`src/rtl/fieldbus_record_pkg.sv`:
```
// constants shared by the fieldbus record access block
package fieldbus_record_pkg;

    // register numbers as seen in the record index space
    localparam logic [15:0] REMOTE_STATE_ADDR     = 16'h0192;
    localparam logic [15:0] CURRENT_SETPOINT_ADDR = 16'h01f5;
    localparam logic [15:0] MEASURED_VOLTAGE_ADDR = 16'h01fb;
    // the measured triplet sits in ascending, adjacent registers
    localparam logic [15:0] MEASURED_CURRENT_ADDR = 16'h01fc;
    localparam logic [15:0] MEASURED_POWER_ADDR   = 16'h01fd;

    // control words accepted by the remote state register
    localparam logic [15:0] REMOTE_ENTER_CODE     = 16'hff00;
    localparam logic [15:0] REMOTE_LEAVE_CODE     = 16'h0000;

    // set current scale: full range equals 100 percent of nominal
    localparam logic [15:0] SETPOINT_MAX          = 16'hcccc;

    // values after reset, and the word read from an unmapped register
    localparam logic [15:0] SETPOINT_RESET        = 16'h0000;
    localparam logic        REMOTE_RESET          = 1'b0;
    localparam logic [15:0] READ_DATA_RESET       = 16'h0000;
    localparam logic [15:0] UNMAPPED_READ_VALUE   = 16'h0000;

    // record data carries two bytes per register
    localparam logic [7:0]  BYTES_PER_REG         = 8'h02;

    // read sequencer states, one-hot
    typedef enum logic [1:0] {
        ST_IDLE = 2'b01,
        ST_READ = 2'b10
    } seq_state_type;

endpackage

```
`src/rtl/register_readback.sv`:
```
// readback selection of one record register by its number
`timescale 1ns/10ps
module register_readback
    import fieldbus_record_pkg::*;
(
    input  wire logic [15:0] addr_i,
    input  wire logic        remote_active_i,
    input  wire logic [15:0] setpoint_i,
    input  wire logic [15:0] voltage_i,
    input  wire logic [15:0] current_i,
    input  wire logic [15:0] power_i,
    output wire logic [15:0] data_o,
    output wire logic        hit_o
);

    // address decode, one wire per register
    wire logic hit_remote  = (addr_i == REMOTE_STATE_ADDR);
    wire logic hit_setp    = (addr_i == CURRENT_SETPOINT_ADDR);
    wire logic hit_volt    = (addr_i == MEASURED_VOLTAGE_ADDR);
    wire logic hit_curr    = (addr_i == MEASURED_CURRENT_ADDR);
    wire logic hit_pow     = (addr_i == MEASURED_POWER_ADDR);

    // remote state reads back as the code that would select it
    wire logic [15:0] remote_word = remote_active_i ? REMOTE_ENTER_CODE
                                                    : REMOTE_LEAVE_CODE;

    // unmapped numbers read as a fixed word and are flagged
    assign data_o = hit_remote ? remote_word :
                    hit_setp   ? setpoint_i  :
                    hit_volt   ? voltage_i   :
                    hit_curr   ? current_i   :
                    hit_pow    ? power_i     : UNMAPPED_READ_VALUE;
    assign hit_o  = hit_remote | hit_setp | hit_volt | hit_curr | hit_pow;

endmodule

```
`src/rtl/fieldbus_record_access.sv`:
```
// acyclic record read and write interpreter for the power stage
`timescale 1ns/10ps

// Summary of operation
// - start in local control after reset
// - enter request refused while refuse input set
// - 0xff00 enters remote, 0x0000 leaves it
// - setting writes act only in remote control
// - reads served in any control state
// - set current limited to 0x0000..0xcccc
// - one register equals two record bytes
// - longer reads return ascending consecutive registers
// - voltage, current, power read as triplet
// - voltage register directly below current register
// - accepted set current drives limit immediately
module fieldbus_record_access
    import fieldbus_record_pkg::*;
#(
    parameter int LEN_W = 8
)
(
    input  wire logic             clock_i,
    input  wire logic             resetn_i,
    // request side, one record request per accepted cycle
    input  wire logic             req_valid_i,
    input  wire logic             req_write_i,
    input  wire logic [15:0]      req_addr_i,
    input  wire logic [LEN_W-1:0] record_length_i,
    input  wire logic [15:0]      req_data_i,
    output wire logic             req_ready_o,
    // write answer
    output wire logic             wr_done_o,
    output wire logic             wr_accepted_o,
    // read answer, one 16-bit register per cycle
    output wire logic             rd_valid_o,
    output wire logic [15:0]      rd_data_o,
    output wire logic             rd_last_o,
    output wire logic             rd_unmapped_o,
    // device side
    input  wire logic             remote_refuse_i,
    input  wire logic [15:0]      meas_voltage_i,
    input  wire logic [15:0]      meas_current_i,
    input  wire logic [15:0]      meas_power_i,
    output wire logic             remote_active_o,
    output wire logic [15:0]      current_limit_o
);

    // how the block behaves, as seen from the record request side:
    // - one request is taken at a rising edge where valid and ready
    //   are both high; ready is a flop, so it drops one cycle after
    //   a read is taken and comes back with the last read word
    // - writes never drop ready, so they may follow every cycle
    // - a write answers with a done pulse one cycle after the taking
    //   edge; the accepted pulse beside it tells whether it acted
    // - the remote state and the stored set current change at that
    //   same taking edge, so the answer and the new state agree
    // - a set current write is checked against the remote state as
    //   it stood before the taking edge; an enter and a set current
    //   can therefore not take effect in one and the same cycle
    // - reads are served in local control as well as in remote
    //   control, and never touch the remote state or the setpoint
    // - a read returns one word per cycle, the first one two cycles
    //   after the taking edge, in ascending register order
    // - the measured words are frozen at the taking edge; a burst
    //   over voltage, current and power thus belongs to one instant,
    //   at the cost of being up to one burst old when it arrives
    // - an unmapped register number reads as a fixed word and is
    //   flagged, so the master can tell a gap from a real zero
    // limitation: writes always carry exactly one register; a write
    // of any other length is answered but has no effect
    // limitation: the slot and index arithmetic is the master's job;
    // the request already carries the plain register number
    // hazard: a set current above full scale is dropped, not clamped,
    // so a bad translation on the master side cannot raise the limit

    // words of one read burst, counted at the length width
    localparam logic [LEN_W-1:0] ONE_WORD = LEN_W'(1);
    localparam logic [LEN_W-1:0] NO_WORD  = LEN_W'(0);

    seq_state_type    state_q;
    seq_state_type    state_d;
    logic             ready_q;
    logic             remote_q;
    logic             remote_d;
    logic [15:0]      setpoint_q;
    logic [15:0]      setpoint_d;
    logic             wr_done_q;
    logic             wr_accepted_q;
    logic             rd_valid_q;
    logic [15:0]      rd_data_q;
    logic             rd_last_q;
    logic             rd_unmapped_q;
    logic [15:0]      addr_q;
    logic [15:0]      addr_d;
    logic [LEN_W-1:0] words_left_q;
    logic [LEN_W-1:0] words_left_d;
    logic [15:0]      volt_snap_q;
    logic [15:0]      curr_snap_q;
    logic [15:0]      pow_snap_q;

    wire logic [15:0] sel_data;
    wire logic        sel_hit;

    // request acceptance: only while the sequencer is idle
    wire logic take     = req_valid_i & ready_q;
    wire logic take_wr  = take & req_write_i;
    wire logic take_rd  = take & ~req_write_i;

    // a write must carry exactly one register of data
    wire logic len_one  = (record_length_i == LEN_W'(BYTES_PER_REG));

    // remote state register decode
    wire logic wr_remote = take_wr & len_one
                           & (req_addr_i == REMOTE_STATE_ADDR);
    wire logic enter_req = wr_remote
                           & (req_data_i == REMOTE_ENTER_CODE);
    wire logic leave_req = wr_remote
                           & (req_data_i == REMOTE_LEAVE_CODE);
    // refusal leaves the device where it was, local or remote
    wire logic enter_ok  = enter_req & ~remote_refuse_i;

    // set current decode: gated by remote state and by range
    wire logic wr_setp   = take_wr & len_one
                           & (req_addr_i == CURRENT_SETPOINT_ADDR);
    wire logic in_range  = (req_data_i <= SETPOINT_MAX);
    wire logic setp_ok   = wr_setp & remote_q & in_range;

    wire logic wr_accept = enter_ok | leave_req | setp_ok;

    // read burst length: whole registers, an odd byte is dropped,
    // and a length below one register still returns one word
    wire logic [LEN_W-1:0] req_words = record_length_i >> 1;
    wire logic [LEN_W-1:0] burst_words =
        (req_words == NO_WORD) ? ONE_WORD : req_words;

    wire logic reading   = (state_q == ST_READ);
    wire logic last_word = (words_left_q == ONE_WORD);

    // readback selection works on the snapshot, so a burst over
    // the measured triplet stays coherent even while values move
    register_readback u_readback (
        .addr_i          (addr_q),
        .remote_active_i (remote_q),
        .setpoint_i      (setpoint_q),
        .voltage_i       (volt_snap_q),
        .current_i       (curr_snap_q),
        .power_i         (pow_snap_q),
        .data_o          (sel_data),
        .hit_o           (sel_hit)
    );

    // remote control state: a leave always wins, an enter may be refused
    always_comb begin
        remote_d = remote_q;
        if (leave_req) begin
            remote_d = 1'b0;
        end else if (enter_ok) begin
            remote_d = 1'b1;
        end
    end

    // set current store; a refused write changes nothing
    always_comb begin
        setpoint_d = setpoint_q;
        if (setp_ok) begin
            setpoint_d = req_data_i;
        end
    end

    // read sequencer: reads never look at the remote state
    always_comb begin
        state_d      = state_q;
        addr_d       = addr_q;
        words_left_d = words_left_q;
        unique case (state_q)
            ST_IDLE: begin
                if (take_rd) begin
                    state_d      = ST_READ;
                    addr_d       = req_addr_i;
                    words_left_d = burst_words;
                end
            end
            ST_READ: begin
                // step to the next register number, ascending
                // current follows voltage, so one step reaches it
                addr_d       = addr_q + 16'h0001;
                words_left_d = words_left_q - ONE_WORD;
                if (last_word) begin
                    state_d = ST_IDLE;
                end
            end
        endcase
    end

    // control state registers
    always_ff @(posedge clock_i) begin
        if (!resetn_i) begin
            state_q      <= ST_IDLE;
            ready_q      <= 1'b1;
            remote_q     <= REMOTE_RESET;
            setpoint_q   <= SETPOINT_RESET;
            addr_q       <= 16'h0000;
            words_left_q <= NO_WORD;
        end else begin
            state_q      <= state_d;
            ready_q      <= (state_d == ST_IDLE);
            remote_q     <= remote_d;
            setpoint_q   <= setpoint_d;
            addr_q       <= addr_d;
            words_left_q <= words_left_d;
        end
    end

    // measured values are sampled once when a read is taken
    always_ff @(posedge clock_i) begin
        if (!resetn_i) begin
            volt_snap_q <= 16'h0000;
            curr_snap_q <= 16'h0000;
            pow_snap_q  <= 16'h0000;
        end else if (take_rd) begin
            volt_snap_q <= meas_voltage_i;
            curr_snap_q <= meas_current_i;
            pow_snap_q  <= meas_power_i;
        end
    end

    // write answer, one cycle after the request is taken
    always_ff @(posedge clock_i) begin
        if (!resetn_i) begin
            wr_done_q     <= 1'b0;
            wr_accepted_q <= 1'b0;
        end else begin
            wr_done_q     <= take_wr;
            wr_accepted_q <= take_wr & wr_accept;
        end
    end

    // read answer stream; the first word is the addressed register
    always_ff @(posedge clock_i) begin
        if (!resetn_i) begin
            rd_valid_q    <= 1'b0;
            rd_data_q     <= READ_DATA_RESET;
            rd_last_q     <= 1'b0;
            rd_unmapped_q <= 1'b0;
        end else begin
            rd_valid_q    <= reading;
            rd_data_q     <= reading ? sel_data : READ_DATA_RESET;
            rd_last_q     <= reading & last_word;
            rd_unmapped_q <= reading & ~sel_hit;
        end
    end

    // every output is a flop; the limit follows the store directly
    assign req_ready_o     = ready_q;
    assign wr_done_o       = wr_done_q;
    assign wr_accepted_o   = wr_accepted_q;
    assign rd_valid_o      = rd_valid_q;
    assign rd_data_o       = rd_data_q;
    assign rd_last_o       = rd_last_q;
    assign rd_unmapped_o   = rd_unmapped_q;
    assign remote_active_o = remote_q;
    assign current_limit_o = setpoint_q;

endmodule

```
`config.mk`:
```
export PLATFORM = sky130hd
export DESIGN_NAME = fieldbus_record_access
export DESIGN_NICKNAME = d
export VERILOG_FILES = /design/src/rtl/fieldbus_record_pkg.sv /design/src/rtl/register_readback.sv /design/src/rtl/fieldbus_record_access.sv
export SDC_FILE = /design/constraint.sdc
export NUM_CORES = 1
export LEC_CHECK = 0
export BUFFER_PORTS_ARGS = -buffer_cell sky130_fd_sc_hd__buf_2
export CORE_UTILIZATION = 25
export CTS_BUF_LIST = sky130_fd_sc_hd__clkbuf_16
export CTS_CLUSTER_SIZE = 12
export DETAILED_ROUTE_END_ITERATION = 10
export PLACE_DENSITY = 0.42
export SLEW_MARGIN = 15
export SYNTH_ARGS = -nofsm -noshare
export SYNTH_HDL_FRONTEND = slang
export SYNTH_SLANG_ARGS = --single-unit
```
`constraint.sdc`:
```
create_clock -name clock_i -period 4.75 [get_ports clock_i]
set_clock_uncertainty 0.05 [all_clocks]
set_input_delay 0.2375 -clock clock_i [delete_from_list [all_inputs] [get_ports clock_i]]
set_output_delay 0.2375 -clock clock_i [all_outputs]
set_load 0.03 [all_outputs]
```
==> impl_metrics.csv, run 1 <==
group,metric,value,unit
synthesis,synth_area_leader_cell,"dfxtp_1",
grt,antenna_found_initial,0,
synthesis,async_flop_share,0,%
critical_path,crit_required,4.96,ns
cts,cts_made_buffers,17,
critical_path,cp-start-kind,"register",
finish,nets,907,
outcome,status,"complete, no violations",
pwr,power.total,2.60,mW
critical_path,crit_chain,"and3b_2, buf_4, or3_1, o21ai_0, a22oi_1, a21oi_1",
synthesis,synth-seq-cells,113,
die,fp-row-count,53,
die,io_pins,132,
grt,grt_pass1_vias,4993,
critical_path,crit_arrival,2.71,ns
worst_hold_path,hp-class,"in2reg",
placed_design,dp_hpwl,13000,um
synthesis,synth_edf_count,0,
sta,fin_setup_tns,0,ns
die,die_x,149,um
sta,slew_headroom,27.8,%
grt,grt.total_usage,17.0,%
grt,grt_max_degree,71,
finish,final_cell_mix,"169 x nand2_1, 131 x buf_2, 113 x dfxtp_1",
pwr,ir_worst_vdd,0.000207,V
synthesis,syn_nets,791,
cts,cts.clk_slew.worst_paths,0.05,ns
drt,drc,0,
sta,grt_setup_unrepaired,"no",
sta,slew_viol_final,0,
critical_path,critPathMaxFanout,52,
finish,antennaDiodeCount,0,
finish,multi_input_comb_area,0.00285,mm^2
critical_path,worst-path-buf-inv,1,
critical_path,path_class,"reg2reg",
cts,clock_path_buffers,2,
cts,cts_sinks,113,
die,core,0.0210,mm^2
sta,fmax,401,MHz
finish,fin_area,0.00686,mm^2
die,die_h,149,um
sta,period_needed,2.50,ns
synthesis,synth_area,0.00537,mm^2
synthesis,post_synth_num_cell_types,59,
placed_design,portBuffers,131,
synthesis,ys_seq_area_share,42.1,%
drt,ant_nets,0,
die,die_area,0.0221,mm^2
synthesis,synthFlopType,"dfxtp_1",
placed_design,dpl_cell_area,0.00620,mm^2
cts,cts_max_level,4,
pwr,leakage,2.85,nW
grt,grt_first_pass_wirelength,28500,um
critical_path,crit_path_top_delay_cell,"or3_1",
grt,grt-ovfl-total,0,
run,maxCapViolCount,0,
synthesis,synth_top_area_share,42.1,%
placed_design,gp_congestion,0.786,
synthesis,syn_area_per_cell,7.76,um^2
finish,regArea,0.00226,mm^2
finish,area_growth,27.7,%
finish,final_common_cell,"nand2_1",
sta,tightest_slew,1.08,ns
synthesis,netlist_instances,692,
sta,fin_crit_sh,52.5,%
cts,root_buffer,"clkbuf_16",
synthesis,yosys_warnings,0,
critical_path,end_kind,"register",
cts,ctsResizeCount,0,
drt,routed_via_density,4.81,
synthesis,synth_area_leaders,"dfxtp_1 42%, nand2_1 12%, a21oi_1 9.6%, o21ai_0 3.8%, mux2i_1 3.0%",
critical_path,cp_top_family,"simple AND/OR/NAND/NOR gates",
sta,finalHoldViolations,0,
pwr,power_density,379,mW/mm^2
critical_path,cpPeakStageDelay,0.82,ns
drt,drt-total-wl,18100,um
sta,setup-violations-final,0,
finish,drive_gt1_share,22.2,%
cts,cts_tree,"done",
die,start_util,25.6,%
drt,routedWlPerCell,16.5,um
drt,drtIter0Drc,288,
finish,fillers,2314,
drt,drtPass1Iterations,5,
drt,vias,5266,
cts,clkLatencyLatePin,0.42,ns
[timing repair]
action	in CTS	in global routing
endpoints found under the hold margin	7	0
hold buffers	7	0
endpoints found under the setup margin	0	0
setup buffers	0	0
[report_power, final]
part / leakage [nW] / switching (mW) / total [mW] / internal [mW]
sequential: 0.920 / 0.0552 / 1.05 / 0.991
clock: 0.279 / 0.469 / 1.29 / 0.818
combinational: 1.66 / 0.162 / 0.268 / 0.107
[cells by family (layout without fill, tap and decap cells)]
family,count (synthesis),in the layout,share of synthesized area (%)
AOI/OAI and AO/OA,202,202,20.9
xor gates and xnor gates,3,3,0.489
adders and majority gates,6,6,1.40
buffers and inverters,58,186,4.89
DFF,113,113,42.1
muxes,16,16,2.98
and+or+nand+nor,294,294,27.2
[worst min-delay path: cells and delay by family]
family,cells,cell delay [ns]
AND/OR/NAND/NOR,1,0.04
buffers and inverters,1,0.10
AO/OA/AOI/OAI,1,0.05
[cells in the mapped netlist (all sizes together) (2+ instances only)]
library cell and number:
buf 15, xor2 2, o32ai 2, ha 6, clkbuf 32, o211ai 2, nor2b 3, or3 3
nand2 170, and3 21, nand4 11, nor4b 4, nor3 9, a211oi 7, a31oi 3, o21ai 65
inv 10, nand3b 6, and3b 10, nor3b 3, nor2 28, a32oi 2, a21oi 103, dfxtp 113
nand3 6, and2 6, nor4 9, a311oi 2, a22oi 6, mux2i 16
[cell type report]
type                            count  area share, %
Clock buffer                       17           6.20
Tap cell                          275           5.02
Inverter                           11          0.602
Multi-Input combinational cell    521           41.5
Timing Repair Buffer              144           11.2
Clock inverter                     14           2.44
Sequential cell                   113           33.0
[metrics by stage]
step                      hold slack, ns  utilization (%)  setup WS (ns)  instances
after global placement             0.390             29.5           2.16       1057
after global routing              0.0112             32.6           1.87       1095
after CTS                       0.000471             32.6           2.16       1095
after detailed placement           0.388             29.5           2.13       1057
final                            0.00994             32.6           2.25       1095
after floorplan                    0.323                -           2.93        692
[flip-flops by register name, summed over array words and instances, names as in the netlist]
signal and count:
rd_unmapped_o 1, addr_q 16, wr_done_o 1, wr_accepted_o 1
volt_snap_q 16, remote_active_o 1, state_q 2, current_limit_o 16
pow_snap_q 16, req_ready_o 1, words_left_q 8, rd_data_o 16
rd_valid_o 1, curr_snap_q 16, rd_last_o 1
[final timing paths]
| check | from | to | slack, ns | cells after the start |
|---|---|---|---|---|
| max | req_ready_o$_SDFF_PN1_ | addr_q[8]$_SDFFE_PN0P_ | 2.25 | 6 |
| max reg2reg | req_ready_o$_SDFF_PN1_ | addr_q[8]$_SDFFE_PN0P_ | 2.25 | 6 |
| min reg2reg | words_left_q[7]$_SDFFE_PN0P_ | words_left_q[7]$_SDFFE_PN0P_ | 0.39 | 1 |
| min | meas_voltage_i[3] | volt_snap_q[3]$_SDFFE_PN0P_ | 0.01 | 3 |
[routing by layer]
layer | part of all wire [%] | track usage (%) | up-vias
met3 | 4.7 | 3.59 | 15
met5 | 0 | 0 | -
met1 | 51 | 24.4 | 2470
li1 | - | - | 2658
met2 | 43 | 25.1 | 123
met4 | 1.2 | 5.41 | 0
Note: power is estimated with default switching activity, not from simulation.
==> run 2: changes to the inputs <==
- PLACE_DENSITY: 0.42 -> 0.43
- clock period: 4.75 -> 2.2 ns (I/O delays scaled with it)
==> run 2 against run 1 <==
  * Setup slack worse by 2.1 ns
  * Die area did not move
  * Sequential share of layout area shrank 4.0 points
  * Critical path depth is 1 lower
  * Highest routed layer unchanged
  * Via count is 5.9% higher
  * Sequential cell count stayed put
  * Non-clock buffer count rose by 89
  * Routed wire length increased by 3.7%
  * Utilization is 4.5 points higher
  * Register-to-register slack got worse by 2.1 ns
==> impl_metrics.csv, run 2 (same netlist as run 1, synthesis figures left out) <==
group,metric,value,unit
outcome,status,"complete, no violations",
cts,clock_path_buffers,2,
drt,drtIter0Drc,275,
finish,fin_cells,1185,
pwr,p_int,4.51,mW
finish,antennaDiodeCount,0,
worst_hold_path,hold_path_depth,3,
cts,cts_made_buffers,17,
placed_design,gp_congestion,0.781,
finish,fillers,2268,
drt,routed_via_density,4.71,
pwr,power.total,6.04,mW
grt,grt_max_degree,51,
grt,grt.total_usage,17.4,%
drt,drtPass1Iterations,5,
critical_path,critPathMaxFanout,8,
critical_path,end_kind,"register",
worst_hold_path,min_from,"record_length_i[2]",
drt,vias,5579,
critical_path,crit_required,2.44,ns
cts,cts.clk_slew.worst_paths,0.06,ns
drt,routedWlPerCell,15.8,um
worst_hold_path,hp-class,"in2reg",
sta,slew_viol_final,0,
pwr,switching_share,25.3,%
worst_hold_path,worstHoldEndpoint,"words_left_q[1]$_SDFFE_PN0P_",
placed_design,portBuffers,131,
critical_path,path_class,"reg2reg",
grt,antenna_found_initial,0,
die,start_util,25.6,%
critical_path,cp-start-kind,"register",
finish,nets,996,
pwr,power.switching,1.53,mW
pwr,power_density,775,mW/mm^2
sta,slew_headroom,56.1,%
pwr,p_seq_share,37.0,%
grt,grt_first_pass_wirelength,29400,um
cts,cts_sinks,113,
sta,finalHoldViolations,0,
cts,root_buffer,"clkbuf_16",
die,die_h,149,um
pwr,pwr-share-clk,50.7,%
cts,cts_setup_buffers,0,
die,die_area,0.0221,mm^2
pwr,leakage,3.28,nW
sta,grt_setup_unrepaired,"no",
sta,fmax,499,MHz
cts,clkLatencyLatePin,0.42,ns
die,core,0.0210,mm^2
finish,area_growth,45.2,%
drt,drt-total-wl,18800,um
finish,final_cell_mix,"169 x nand2_1, 131 x buf_2, 113 x dfxtp_1",
finish,final_core_util,37.1,%
finish,drive_gt1_share,22.0,%
sta,fin_setup_tns,0,ns
critical_path,rr_endpoint,"rd_data_o[4]$_SDFF_PP0_",
sta,setup-violations-final,0,
pwr,power_frac_comb,12.3,%
sta,tightest_slew,0.657,ns
run,maxCapViolCount,0,
critical_path,crit_arrival,2.24,ns
critical_path,r2r_cells,5,
cts,cts_tree,"done",
grt,grt_pass1_vias,5379,
critical_path,rr_startpoint,"addr_q[8]$_SDFFE_PN0P_",
placed_design,dp_hpwl,13700,um
critical_path,r2r_setup_slack,0.20,ns
finish,regArea,0.00226,mm^2
die,die_x,149,um
cts,cts_max_level,4,
placed_design,placedCellCount,1073,
finish,multi_input_comb_area,0.00285,mm^2
pwr,ir_worst_vdd,0.000401,V
drt,ant_nets,0,
grt,grt-ovfl-total,0,
die,io_pins,132,
sta,period_needed,2.00,ns
drt,drc,0,
sta,fin_crit_sh,91.1,%
die,fp-row-count,53,
finish,final_common_cell,"nand2_1",
-- run 2: cell count changes in the layout (fill, tap and decap cells not counted), moves of 2 or more --
cell and delta:
bufinv_16 +2, inv_6 +3, clkinv_2 -2, buf_12 +2
clkinvlp_4 -3, dlygate4sd3_1 +73, buf_4 +14
-- run 2: worst max path at each step --
stage,startpoint,end,cells past startpoint
final,addr_q[8]$_SDFFE_PN0P_,rd_data_o[4]$_SDFF_PP0_,5
after global routing,addr_q[8]$_SDFFE_PN0P_,rd_data_o[4]$_SDFF_PP0_,5
after CTS,addr_q[8]$_SDFFE_PN0P_,rd_data_o[4]$_SDFF_PP0_,5
after detailed placement,addr_q[8]$_SDFFE_PN0P_,rd_data_o[4]$_SDFF_PP0_,5
after global placement,addr_q[8]$_SDFFE_PN0P_,rd_data_o[1]$_SDFF_PP0_,5
after floorplan,addr_q[0]$_SDFFE_PN0P_,rd_data_o[10]$_SDFF_PN0_,8
-- run 2: worst max-delay path, stage by stage (launching register included) --
cell and delay, ns:
dfxtp_1 0.46, nor4b_4 0.35, and3b_1 0.29, nand4_1 0.31, o21ai_0 0.31, a21oi_1 0.10
-- run 2: power by group through the flow --
| stage | sequential (mW) | clock [mW] | combinational (mW) |
|---|---|---|---|
| 3_3_place_gp | 2.28 | 0 | 0.641 |
| 2_1_floorplan | 2.25 | 0 | 0.391 |
| 5_1_grt | 2.25 | 3.23 | 0.833 |
| 4_1_cts | 2.24 | 3.13 | 0.750 |
| 6_report | 2.24 | 3.06 | 0.743 |
| 3_5_place_dp | 2.28 | 0 | 0.638 |
-- run 2: routing by layer --
layer  GRT usage (%)  routed length [um]  share of wire (%)  up-vias
met5               0                   0                  0        -
met4            6.49                 282                1.5        0
met3            3.59                 824                4.4       22
met2            26.8                8470                 45      150
met1            23.9                9200                 49     2561
li1                -                   -                  -     2846
-- run 2: final cells by class --
class	count	area share [%]
inverters	11	0.529
flip-flops and latches	113	29.0
well taps	275	4.41
clock buffers	17	5.45
clock inverters	15	2.95
repair buffers	233	21.1
multi-input cells	521	36.5
-- run 2: timing repair --
item / CTS / global route
hold buffers: 80 / 0
resized for setup: 0 / 0
hold endpoints to repair: 79 / 0
-- run 2: through the flow --
step | cell area [um^2] | hold WS, ns | setup slack, ns
after global placement | 6340 | 0.308 | 0.261
after global routing | 7800 | 0.0548 | 0.0227
after CTS | 7800 | 0.0179 | 0.185
after detailed placement | 6340 | 0.312 | 0.200
after floorplan | 5370 | 0.196 | 0.380
final | 7800 | 0.0452 | 0.197
